--- src/common/mps_pkg.sv ---
// Shared constants for the multifunction pin select block
package mps_pkg;

  ////////////////////////////////////////////////////////////////
  // Register space placement
  localparam logic [7:0] BOOK_SEL = 8'h00;
  localparam logic [7:0] PAGE_SEL = 8'h01;

  // Register offsets within the page
  localparam logic [7:0] PIN_B_OFS = 8'h3e;
  localparam logic [7:0] PIN_C_OFS = 8'h3f;
  localparam logic [7:0] PIN_D_OFS = 8'h40;

  // Reset values
  localparam logic [7:0] PIN_B_RST = 8'h01;
  localparam logic [7:0] PIN_C_RST = 8'h10;
  localparam logic [7:0] PIN_D_RST = 8'h07;

  // Read value of an unmapped location
  localparam logic [7:0] RD_NONE = 8'h00;

  ////////////////////////////////////////////////////////////////
  // Field layout
  localparam int SEL_MSB = 4;
  localparam int SEL_LSB = 0;
  localparam int LEVEL_BIT = 6;

  // Select field type
  typedef logic [4:0] mps_sel_t;

  ////////////////////////////////////////////////////////////////
  // Select codes
  localparam mps_sel_t SEL_OFF = 5'h00;
  localparam mps_sel_t SEL_INPUT = 5'h01;
  localparam mps_sel_t SEL_STATIC = 5'h03;
  localparam mps_sel_t SEL_BITBANG = 5'h04;
  localparam mps_sel_t SEL_PDM_CLK = 5'h05;
  localparam mps_sel_t SEL_ALT6 = 5'h06;
  localparam mps_sel_t SEL_IRQ1 = 5'h07;
  localparam mps_sel_t SEL_IRQ2 = 5'h08;
  localparam mps_sel_t SEL_IRQ3 = 5'h09;
  localparam mps_sel_t SEL_IRQ4 = 5'h0a;
  localparam mps_sel_t SEL_P1_WCLK_A = 5'h0c;
  localparam mps_sel_t SEL_P1_BCLK = 5'h0d;
  localparam mps_sel_t SEL_P1_DOUT = 5'h10;
  localparam mps_sel_t SEL_P1_WCLK_B = 5'h11;
  localparam mps_sel_t SEL_P2_BCLK = 5'h12;
  localparam mps_sel_t SEL_P2_DOUT = 5'h15;
  localparam mps_sel_t SEL_M_WCLK = 5'h1b;
  localparam mps_sel_t SEL_M_BCLK = 5'h1c;
  localparam mps_sel_t SEL_M_DOUT = 5'h1d;

  // Which pin a selector instance serves
  typedef enum {
    MPS_PIN_B,
    MPS_PIN_C,
    MPS_PIN_D
  } mps_pin_t;

endpackage

--- src/design/mps_pin_mux.sv ---
// Per-pin function decoder with registered pin controls
`timescale 1ns/1ps
`default_nettype none

module mps_pin_mux #(
  parameter mps_pkg::mps_pin_t VARIANT = mps_pkg::MPS_PIN_B
) (
  // Clock and reset
  input wire logic clk_sys_i,
  input wire logic arst_n_i,
  // Configuration
  input wire logic [4:0] select_i,
  input wire logic static_level_i,
  // Synchronised pin level
  input wire logic pin_sync_i,
  // Output sources
  input wire logic shared_bitbang_level_i,
  input wire logic pdm_clock_i,
  input wire logic general_clock_output_i,
  input wire logic irq_line_zero_i,
  input wire logic irq_line_one_i,
  input wire logic irq_line_two_i,
  input wire logic irq_line_three_i,
  input wire logic irq_line_four_i,
  input wire logic port_one_word_clock_out_i,
  input wire logic port_one_bit_clock_out_i,
  input wire logic port_one_data_out_i,
  input wire logic port_two_bit_clock_out_i,
  input wire logic port_two_data_out_i,
  input wire logic merged_port_word_clock_out_i,
  input wire logic merged_port_bit_clock_out_i,
  input wire logic merged_port_data_out_i,
  // Pin controls
  output logic pin_out_o,
  output logic pin_oe_o,
  output logic pin_ie_o,
  output logic route_o
);

  logic out_next; // Level to drive
  logic oe_next; // Output buffer on
  logic ie_next; // Input buffer on

  // Decode the select code; anything not listed leaves both buffers off
  always_comb begin
    out_next = 1'b0;
    oe_next = 1'b1;
    ie_next = 1'b0;
    case (select_i)
      mps_pkg::SEL_OFF: oe_next = 1'b0; // [RULE1]
      mps_pkg::SEL_INPUT: begin
        oe_next = 1'b0; // [RULE2]
        ie_next = 1'b1;
      end
      mps_pkg::SEL_STATIC: out_next = static_level_i; // [RULE3]
      mps_pkg::SEL_BITBANG: out_next = shared_bitbang_level_i; // [RULE4]
      mps_pkg::SEL_PDM_CLK: out_next = pdm_clock_i; // [RULE5]
      mps_pkg::SEL_ALT6: begin
        // Code 6 differs per pin
        if (VARIANT == mps_pkg::MPS_PIN_B) begin
          out_next = general_clock_output_i; // [RULE6]
        end else if (VARIANT == mps_pkg::MPS_PIN_C) begin
          out_next = irq_line_one_i; // [RULE8]
        end else begin
          out_next = irq_line_zero_i; // [RULE9]
        end
      end
      mps_pkg::SEL_IRQ1: begin
        // No function for code 7 on pin c
        if (VARIANT == mps_pkg::MPS_PIN_C) begin
          oe_next = 1'b0; // [RULE8] [RULE14]
        end else begin
          out_next = irq_line_one_i; // [RULE7]
        end
      end
      mps_pkg::SEL_IRQ2: out_next = irq_line_two_i; // [RULE7] [RULE8]
      mps_pkg::SEL_IRQ3: out_next = irq_line_three_i; // [RULE7] [RULE8]
      mps_pkg::SEL_IRQ4: out_next = irq_line_four_i; // [RULE7] [RULE8]
      mps_pkg::SEL_P1_WCLK_A: out_next = port_one_word_clock_out_i; // [RULE10]
      mps_pkg::SEL_P1_BCLK: out_next = port_one_bit_clock_out_i; // [RULE10]
      mps_pkg::SEL_P1_DOUT: out_next = port_one_data_out_i; // [RULE11]
      mps_pkg::SEL_P1_WCLK_B: out_next = port_one_word_clock_out_i; // [RULE11]
      mps_pkg::SEL_P2_BCLK: out_next = port_two_bit_clock_out_i; // [RULE11]
      mps_pkg::SEL_P2_DOUT: out_next = port_two_data_out_i; // [RULE12]
      mps_pkg::SEL_M_WCLK: out_next = merged_port_word_clock_out_i; // [RULE13]
      mps_pkg::SEL_M_BCLK: out_next = merged_port_bit_clock_out_i; // [RULE13]
      mps_pkg::SEL_M_DOUT: out_next = merged_port_data_out_i; // [RULE13]
      default: oe_next = 1'b0; // Reserved codes float the pin [RULE12] [RULE14]
    endcase
  end

  // Register pin controls so the pad sees glitch-free levels
  always_ff @(posedge clk_sys_i or negedge arst_n_i) begin
    if (!arst_n_i) begin
      pin_out_o <= 1'b0;
      pin_oe_o <= 1'b0;
      pin_ie_o <= 1'b0;
      route_o <= 1'b0;
    end else begin
      pin_out_o <= out_next;
      pin_oe_o <= oe_next;
      pin_ie_o <= ie_next;
      route_o <= ie_next & pin_sync_i; // [RULE2]
    end
  end

endmodule

`default_nettype wire

--- src/design/mps_pin_select.sv ---
// Multifunction pin select: registers, input synchronisers, three pin selectors
//
// Operation
// [RULE1] Code 0 disables pin, both buffers off
// [RULE2] Code 1 routes pin to input mux
// [RULE3] Code 3 drives stored static level bit
// [RULE4] Code 4 drives shared bit-bang level
// [RULE5] Code 5 drives pulse-density sampling clock
// [RULE6] Pin b code 6 drives clock out
// [RULE7] Pins b,d codes 7-10 drive irq 1-4
// [RULE8] Pin c: 6 irq1, 8-10 irq2-4
// [RULE9] Pin d code 6 drives irq zero
// [RULE10] Codes 12,13: port one word, bit clock
// [RULE11] Codes 16-18: p1 data, p1 wclk, p2 bclk
// [RULE12] Code 21 port two data; others reserved
// [RULE13] Codes 27-29: merged port wclk, bclk, data
// [RULE14] Reserved codes leave output buffer undriven
`timescale 1ns/1ps
`default_nettype none

module mps_pin_select (
  // Clock and reset
  input wire logic clk_sys_i,
  input wire logic arst_n_i,

  // Register access port
  input wire logic [7:0] reg_book_i,
  input wire logic [7:0] reg_page_i,
  input wire logic [7:0] reg_addr_i,
  input wire logic reg_wr_i,
  input wire logic [7:0] reg_wdata_i,
  input wire logic reg_rd_i,
  output logic [7:0] reg_rdata_o,
  output logic reg_rvalid_o,

  // Output sources from the rest of the device
  input wire logic shared_bitbang_level_i,
  input wire logic pdm_clock_i,
  input wire logic general_clock_output_i,
  input wire logic irq_line_zero_i,
  input wire logic irq_line_one_i,
  input wire logic irq_line_two_i,
  input wire logic irq_line_three_i,
  input wire logic irq_line_four_i,
  input wire logic port_one_word_clock_out_i,
  input wire logic port_one_bit_clock_out_i,
  input wire logic port_one_data_out_i,
  input wire logic port_two_bit_clock_out_i,
  input wire logic port_two_data_out_i,
  input wire logic merged_port_word_clock_out_i,
  input wire logic merged_port_bit_clock_out_i,
  input wire logic merged_port_data_out_i,

  // Pin b pad
  input wire logic pin_b_i,
  output logic pin_b_o,
  output logic pin_b_oe_o,
  output logic pin_b_ie_o,

  // Pin c pad
  input wire logic pin_c_i,
  output logic pin_c_o,
  output logic pin_c_oe_o,
  output logic pin_c_ie_o,

  // Pin d pad
  input wire logic pin_d_i,
  output logic pin_d_o,
  output logic pin_d_oe_o,
  output logic pin_d_ie_o,

  // Routed input levels toward the input multiplexer
  output logic pin_b_route_o,
  output logic pin_c_route_o,
  output logic pin_d_route_o
);

  ////////////////////////////////////////////////////////////////
  // Address decode

  // True when the access lands on the given register
  function automatic logic hit(
    input logic [7:0] book,
    input logic [7:0] page,
    input logic [7:0] addr,
    input logic [7:0] ofs
  );
    hit = (book == mps_pkg::BOOK_SEL) && (page == mps_pkg::PAGE_SEL) && (addr == ofs);
  endfunction

  logic hit_b; // Access targets pin b register
  logic hit_c; // Access targets pin c register
  logic hit_d; // Access targets pin d register

  assign hit_b = hit(reg_book_i, reg_page_i, reg_addr_i, mps_pkg::PIN_B_OFS);
  assign hit_c = hit(reg_book_i, reg_page_i, reg_addr_i, mps_pkg::PIN_C_OFS);
  assign hit_d = hit(reg_book_i, reg_page_i, reg_addr_i, mps_pkg::PIN_D_OFS);

  ////////////////////////////////////////////////////////////////
  // Pin registers

  // Reserved bits 7 and 5 are plain read/write storage and steer nothing
  logic [7:0] pin_b_function_select_reg;
  logic [7:0] pin_c_function_select_reg;
  logic [7:0] pin_d_function_select_reg;

  // Pin b register write
  always_ff @(posedge clk_sys_i or negedge arst_n_i) begin
    if (!arst_n_i) begin
      pin_b_function_select_reg <= mps_pkg::PIN_B_RST;
    end else if (reg_wr_i && hit_b) begin
      pin_b_function_select_reg <= reg_wdata_i; // [RULE1]
    end
  end

  // Pin c register write
  always_ff @(posedge clk_sys_i or negedge arst_n_i) begin
    if (!arst_n_i) begin
      pin_c_function_select_reg <= mps_pkg::PIN_C_RST;
    end else if (reg_wr_i && hit_c) begin
      pin_c_function_select_reg <= reg_wdata_i; // [RULE1]
    end
  end

  // Pin d register write
  always_ff @(posedge clk_sys_i or negedge arst_n_i) begin
    if (!arst_n_i) begin
      pin_d_function_select_reg <= mps_pkg::PIN_D_RST;
    end else if (reg_wr_i && hit_d) begin
      pin_d_function_select_reg <= reg_wdata_i; // [RULE1]
    end
  end

  // Fields split out of the registers
  logic [4:0] pin_b_select;
  logic [4:0] pin_c_select;
  logic [4:0] pin_d_select;
  logic pin_b_static_level;
  logic pin_c_static_level;
  logic pin_d_static_level;

  assign pin_b_select = pin_b_function_select_reg[mps_pkg::SEL_MSB:mps_pkg::SEL_LSB];
  assign pin_c_select = pin_c_function_select_reg[mps_pkg::SEL_MSB:mps_pkg::SEL_LSB];
  assign pin_d_select = pin_d_function_select_reg[mps_pkg::SEL_MSB:mps_pkg::SEL_LSB];
  assign pin_b_static_level = pin_b_function_select_reg[mps_pkg::LEVEL_BIT]; // [RULE3]
  assign pin_c_static_level = pin_c_function_select_reg[mps_pkg::LEVEL_BIT]; // [RULE3]
  assign pin_d_static_level = pin_d_function_select_reg[mps_pkg::LEVEL_BIT]; // [RULE3]

  ////////////////////////////////////////////////////////////////
  // Register read

  logic [7:0] rdata_next; // Read data of this access

  // Unmapped reads return zero
  always_comb begin
    if (hit_b) begin
      rdata_next = pin_b_function_select_reg;
    end else if (hit_c) begin
      rdata_next = pin_c_function_select_reg;
    end else if (hit_d) begin
      rdata_next = pin_d_function_select_reg;
    end else begin
      rdata_next = mps_pkg::RD_NONE;
    end
  end

  // Read data held until the next read; valid pulses one cycle
  always_ff @(posedge clk_sys_i or negedge arst_n_i) begin
    if (!arst_n_i) begin
      reg_rdata_o <= mps_pkg::RD_NONE;
      reg_rvalid_o <= 1'b0;
    end else begin
      reg_rvalid_o <= reg_rd_i;
      if (reg_rd_i) begin
        reg_rdata_o <= rdata_next;
      end
    end
  end

  ////////////////////////////////////////////////////////////////
  // Pad input synchronisers

  // Pads are asynchronous; only the second stage is read
  logic [2:0] pin_meta_reg;
  logic [2:0] pin_sync_reg;

  // Two-stage synchroniser for all three pads
  always_ff @(posedge clk_sys_i or negedge arst_n_i) begin
    if (!arst_n_i) begin
      pin_meta_reg <= 3'h0;
      pin_sync_reg <= 3'h0;
    end else begin
      pin_meta_reg <= {pin_d_i, pin_c_i, pin_b_i};
      pin_sync_reg <= pin_meta_reg;
    end
  end

  ////////////////////////////////////////////////////////////////
  // Pin selectors

  // Pin b selector
  mps_pin_mux #(
    .VARIANT(mps_pkg::MPS_PIN_B)
  ) u_pin_b (
    .clk_sys_i(clk_sys_i),
    .arst_n_i(arst_n_i),
    .select_i(pin_b_select),
    .static_level_i(pin_b_static_level),
    .pin_sync_i(pin_sync_reg[0]),
    .shared_bitbang_level_i(shared_bitbang_level_i),
    .pdm_clock_i(pdm_clock_i),
    .general_clock_output_i(general_clock_output_i),
    .irq_line_zero_i(irq_line_zero_i),
    .irq_line_one_i(irq_line_one_i),
    .irq_line_two_i(irq_line_two_i),
    .irq_line_three_i(irq_line_three_i),
    .irq_line_four_i(irq_line_four_i),
    .port_one_word_clock_out_i(port_one_word_clock_out_i),
    .port_one_bit_clock_out_i(port_one_bit_clock_out_i),
    .port_one_data_out_i(port_one_data_out_i),
    .port_two_bit_clock_out_i(port_two_bit_clock_out_i),
    .port_two_data_out_i(port_two_data_out_i),
    .merged_port_word_clock_out_i(merged_port_word_clock_out_i),
    .merged_port_bit_clock_out_i(merged_port_bit_clock_out_i),
    .merged_port_data_out_i(merged_port_data_out_i),
    .pin_out_o(pin_b_o),
    .pin_oe_o(pin_b_oe_o),
    .pin_ie_o(pin_b_ie_o),
    .route_o(pin_b_route_o)
  );

  // Pin c selector
  mps_pin_mux #(
    .VARIANT(mps_pkg::MPS_PIN_C)
  ) u_pin_c (
    .clk_sys_i(clk_sys_i),
    .arst_n_i(arst_n_i),
    .select_i(pin_c_select),
    .static_level_i(pin_c_static_level),
    .pin_sync_i(pin_sync_reg[1]),
    .shared_bitbang_level_i(shared_bitbang_level_i),
    .pdm_clock_i(pdm_clock_i),
    .general_clock_output_i(general_clock_output_i),
    .irq_line_zero_i(irq_line_zero_i),
    .irq_line_one_i(irq_line_one_i),
    .irq_line_two_i(irq_line_two_i),
    .irq_line_three_i(irq_line_three_i),
    .irq_line_four_i(irq_line_four_i),
    .port_one_word_clock_out_i(port_one_word_clock_out_i),
    .port_one_bit_clock_out_i(port_one_bit_clock_out_i),
    .port_one_data_out_i(port_one_data_out_i),
    .port_two_bit_clock_out_i(port_two_bit_clock_out_i),
    .port_two_data_out_i(port_two_data_out_i),
    .merged_port_word_clock_out_i(merged_port_word_clock_out_i),
    .merged_port_bit_clock_out_i(merged_port_bit_clock_out_i),
    .merged_port_data_out_i(merged_port_data_out_i),
    .pin_out_o(pin_c_o),
    .pin_oe_o(pin_c_oe_o),
    .pin_ie_o(pin_c_ie_o),
    .route_o(pin_c_route_o)
  );

  // Pin d selector; the only pin that can carry irq line zero
  mps_pin_mux #(
    .VARIANT(mps_pkg::MPS_PIN_D)
  ) u_pin_d (
    .clk_sys_i(clk_sys_i),
    .arst_n_i(arst_n_i),
    .select_i(pin_d_select),
    .static_level_i(pin_d_static_level),
    .pin_sync_i(pin_sync_reg[2]),
    .shared_bitbang_level_i(shared_bitbang_level_i),
    .pdm_clock_i(pdm_clock_i),
    .general_clock_output_i(general_clock_output_i),
    .irq_line_zero_i(irq_line_zero_i),
    .irq_line_one_i(irq_line_one_i),
    .irq_line_two_i(irq_line_two_i),
    .irq_line_three_i(irq_line_three_i),
    .irq_line_four_i(irq_line_four_i),
    .port_one_word_clock_out_i(port_one_word_clock_out_i),
    .port_one_bit_clock_out_i(port_one_bit_clock_out_i),
    .port_one_data_out_i(port_one_data_out_i),
    .port_two_bit_clock_out_i(port_two_bit_clock_out_i),
    .port_two_data_out_i(port_two_data_out_i),
    .merged_port_word_clock_out_i(merged_port_word_clock_out_i),
    .merged_port_bit_clock_out_i(merged_port_bit_clock_out_i),
    .merged_port_data_out_i(merged_port_data_out_i),
    .pin_out_o(pin_d_o),
    .pin_oe_o(pin_d_oe_o),
    .pin_ie_o(pin_d_ie_o),
    .route_o(pin_d_route_o)
  );

endmodule

`default_nettype wire

--- config.mk ---
export PLATFORM = sky130hd
export DESIGN_NAME = mps_pin_select
export DESIGN_NICKNAME = d
export VERILOG_FILES = /design/src/common/mps_pkg.sv /design/src/design/mps_pin_mux.sv /design/src/design/mps_pin_select.sv
export SDC_FILE = /design/constraint.sdc
export NUM_CORES = 1
export LEC_CHECK = 0
export ABC_AREA = 1
export BUFFER_PORTS_ARGS = -buffer_cell sky130_fd_sc_hd__buf_4
export CORE_UTILIZATION = 35
export CTS_CLUSTER_SIZE = 10
export DETAILED_ROUTE_END_ITERATION = 12
export PLACE_DENSITY_LB_ADDON = 0.3
export SLEW_MARGIN = 20
export SYNTH_ARGS = -nofsm -noshare
export SYNTH_HDL_FRONTEND = slang
export SYNTH_SLANG_ARGS = --single-unit
export TNS_END_PERCENT = 50
--- constraint.sdc ---
create_clock -name clk_sys_i -period 4.3 [get_ports clk_sys_i]
set_input_delay 0.43 -clock clk_sys_i [delete_from_list [all_inputs] [get_ports clk_sys_i]]
set_output_delay 0.43 -clock clk_sys_i [all_outputs]
set_load 0.02 [all_outputs]
==> parameters.txt <==
Parameter                              Value

Status
  Run status    finished, final reports clean

Clock tree
  Clk pin slew, worst setup/hold paths    100 ps
  Number of buffers on the longest clock path    2
  Setup Fix Bufs, Post-CTS    0
  Num CTS Buffers    5
  Number of buffers inserted by hold repair at cts    0
  CTS tree    done
  Number of H-tree levels    2
  Number of instances resized during post-cts repair    0
  Skew-Pair Late Insertion Delay    310 ps
  Clock Root Buffer    sky130_fd_sc_hd__clkbuf_8
  Total clock sinks    51

Place
  Placement-stage cell area    0.00379 mm²
  Final HPWL from detailed placement    6660 µm
  Input/output buffers    75
  Placer congestion estimate    0.867

Yosys
  Synthesized net count    493
  Seq cells post-synth    51
  Cell count after synthesis    438
  Cell area after synthesis    0.00318 mm²
  Share of synthesized area occupied by flip-flops and latches    0.403
  Synth warnings    0
  Mean area per synthesized cell    7.26 µm²
  Number of distinct library cell variants in the gate-level netlist after synthesis    30

Worst setup path
  Peak fanout along the critical path    11
  CP Data Required Time    4500 ps
  Category of the worst setup path capture point    flip-flop
  Kind of start point of the critical path    flip-flop
  Kind of critical path    reg2reg
  Data arrival time of the critical path    1820 ps

Floorplanning
  Die width    97.3 µm
  Number of placed I/O pins    76
  Floorplan die area    0.00948 mm²
  Core Box Area    0.00876 mm²
  Starting utilization of the core area    0.363
  Die height    97.3 µm
  Row count    34

Drt
  Aggregate routed wire length    8660 µm
  Amount of wire on met3 after detailed routing    538 µm
  Detailed Routing Iterations Pass 1    5
  Detail Route met2 WL    4140 µm
  Final ANT Viol Nets    0
  DRT iter0 DRCs    137
  Detailed-routing wirelength on met1    3820 µm
  Detailed-route wire length per cell    14.0 µm
  Via-per-instance ratio    5.04
  Uppermost layer routed    met4
  DRC    0
  Total vias in the final route    3,112

Final layout
  Number of diodes    0
  Net count, final    563
  Storage element area    0.00128 mm²
  Proportion of layout cells with a drive suffix above 1    0.246
  Multi-input combinational cell area    0.00161 mm²
  Post-route design area    0.00388 mm²
  Filler Cell Count    925
  Relative area change from synthesis to final layout    22.1%

Global route
  Global-route wire length before repair    14,300 µm
  GRT overflow    0
  Pin count of the biggest net entering global routing    52
  Number of antenna violations at the first check in global routing    0
  Vias in the first global route    2,895
  GRT Util Overall    0.188

STA
  Max frequency    615 MHz
  Rel. slew slack    0.559
  Slew at the pin closest to its max-slew limit    661 ps
  Tmin final    1620 ps
  Final setup TNS    0 ps
  Skew final    6.57 ps
  Slew Viols, Final    0
  Worst hold slack    138 ps
  Setup repair after global routing missed its margin    false
  # setup viols final    0
  Post-route clock period utilization    0.378
  Count of endpoints failing hold in the final timing report    0

Min path
  Tightest Hold Check Type    in2async

Pwr
  Worst vdd rail ir drop    0.141 mV
  Power density over cell area    224 mW/mm²
  Standby leakage power    2.01 nW

Run
  Max Cap Violations    0
-- layer usage --
metal | track usage | vias to the layer above
met3 | 0.0360 | 15
li1 | - | 1585
met1 | 0.251 | 1392
met5 | 0 | -
met2 | 0.314 | 120
met4 | 0.0509 | 0
-- worst max-delay path, cell delays in order (launching register included) --
cell                      delay [ps]
sky130_fd_sc_hd__dfstp_2         610
sky130_fd_sc_hd__inv_1           190
sky130_fd_sc_hd__nand3_1         240
sky130_fd_sc_hd__inv_1            80
sky130_fd_sc_hd__nand3_1          70
sky130_fd_sc_hd__nand2_1          60
sky130_fd_sc_hd__nor3_1          190
sky130_fd_sc_hd__nand2_1          70
-- power by group --
group | total, mW | internal [mW] | switching [mW]
clock network | 0.303 | 0.121 | 0.182
logic | 0.0813 | 0.0382 | 0.0431
registers | 0.484 | 0.483 | 0.000799
total | 0.868 | 0.642 | 0.226
-- Yosys cell counts, drive strengths merged --
library cell	count	area share
nor2	68	0.092
nor3	8	0.013
a211o	1	0.0028
dfstp	5	0.041
a211oi	1	0.0024
clkinv	1	0.0016
nor4	1	0.0020
nand2	117	0.15
a21boi	2	0.0047
clkbuf	1	0.0012
o22ai	5	0.0098
nand4	30	0.059
a21oi	4	0.0063
o21ai	29	0.064
buf	11	0.028
dfrtp	46	0.36
nand3	53	0.097
inv	52	0.061
nor3b	3	0.0071
-- cell usage in the layout (no fill, tap or decap), types with 2 or more instances in the layout --
cell type | netlist | final
sky130_fd_sc_hd__dfrtp_1 | 46 | 46
sky130_fd_sc_hd__nor2_1 | 61 | 61
sky130_fd_sc_hd__nand4_1 | 30 | 30
sky130_fd_sc_hd__o21ai_0 | 13 | 13
sky130_fd_sc_hd__dfstp_2 | 5 | 5
sky130_fd_sc_hd__nor3_1 | 8 | 8
sky130_fd_sc_hd__nor2_4 | 4 | 4
sky130_fd_sc_hd__o22ai_1 | 5 | 5
sky130_fd_sc_hd__a21oi_1 | 4 | 4
sky130_fd_sc_hd__nand3_1 | 49 | 49
sky130_fd_sc_hd__nor3b_1 | 3 | 3
sky130_fd_sc_hd__nand3_4 | 3 | 3
sky130_fd_sc_hd__clkbuf_8 | 0 | 5
sky130_fd_sc_hd__a21boi_0 | 2 | 2
sky130_fd_sc_hd__nand2_1 | 110 | 110
sky130_fd_sc_hd__nand2_2 | 6 | 6
sky130_fd_sc_hd__inv_1 | 50 | 50
sky130_fd_sc_hd__nor2_2 | 3 | 3
sky130_fd_sc_hd__inv_2 | 2 | 2
sky130_fd_sc_hd__o21ai_2 | 16 | 16
sky130_fd_sc_hd__buf_4 | 0 | 75
-- path summary, 6_finish.rpt --
check	from	end	slack, ps	cells after the start
worst max-delay path	pin_c_function_select_reg[4]	u_pin_c.pin_out_o	2680	7
worst min-delay path	arst_n_i	pin_meta_reg[1]	140	1
worst max register to register	pin_c_function_select_reg[4]	u_pin_c.pin_out_o	2680	7
worst min register to register	pin_meta_reg[2]	pin_sync_reg[2]	360	0
max in group asynchronous	arst_n_i	u_pin_b.pin_oe_o	3720	1
min in group clk_sys_i	pin_d_i	pin_meta_reg[2]	220	1
-- cell families after synthesis --
family / count (synthesis) / synth area share
flip-flops: 51 / 0.403
AND/OR/NAND/NOR: 280 / 0.414
buffers and inverters: 65 / 0.0920
AO/OA/AOI/OAI: 42 / 0.0904
-- area by class of cell --
cell class / count / share of cell area
clock buffers: 5 / 0.0177
well taps: 108 / 0.0348
clock inverters: 3 / 0.00709
flip-flops and latches: 51 / 0.330
inverters: 53 / 0.0515
repair buffers: 75 / 0.145
multi-input cells: 322 / 0.414
-- through the flow --
stage | power [mW] | worst slack, ps | utilization | cells
global route | 0.908 | 2540 | 0.443 | 617
CTS | 0.885 | 2700 | 0.443 | 617
global placement | 0.575 | 2520 | 0.432 | 609
detailed placement | 0.576 | 2500 | 0.432 | 609
finish | 0.868 | 2680 | 0.443 | 617
floorplan | 0.513 | 2810 | - | 438
No activity file was read; power rests on OpenSTA's default activity.
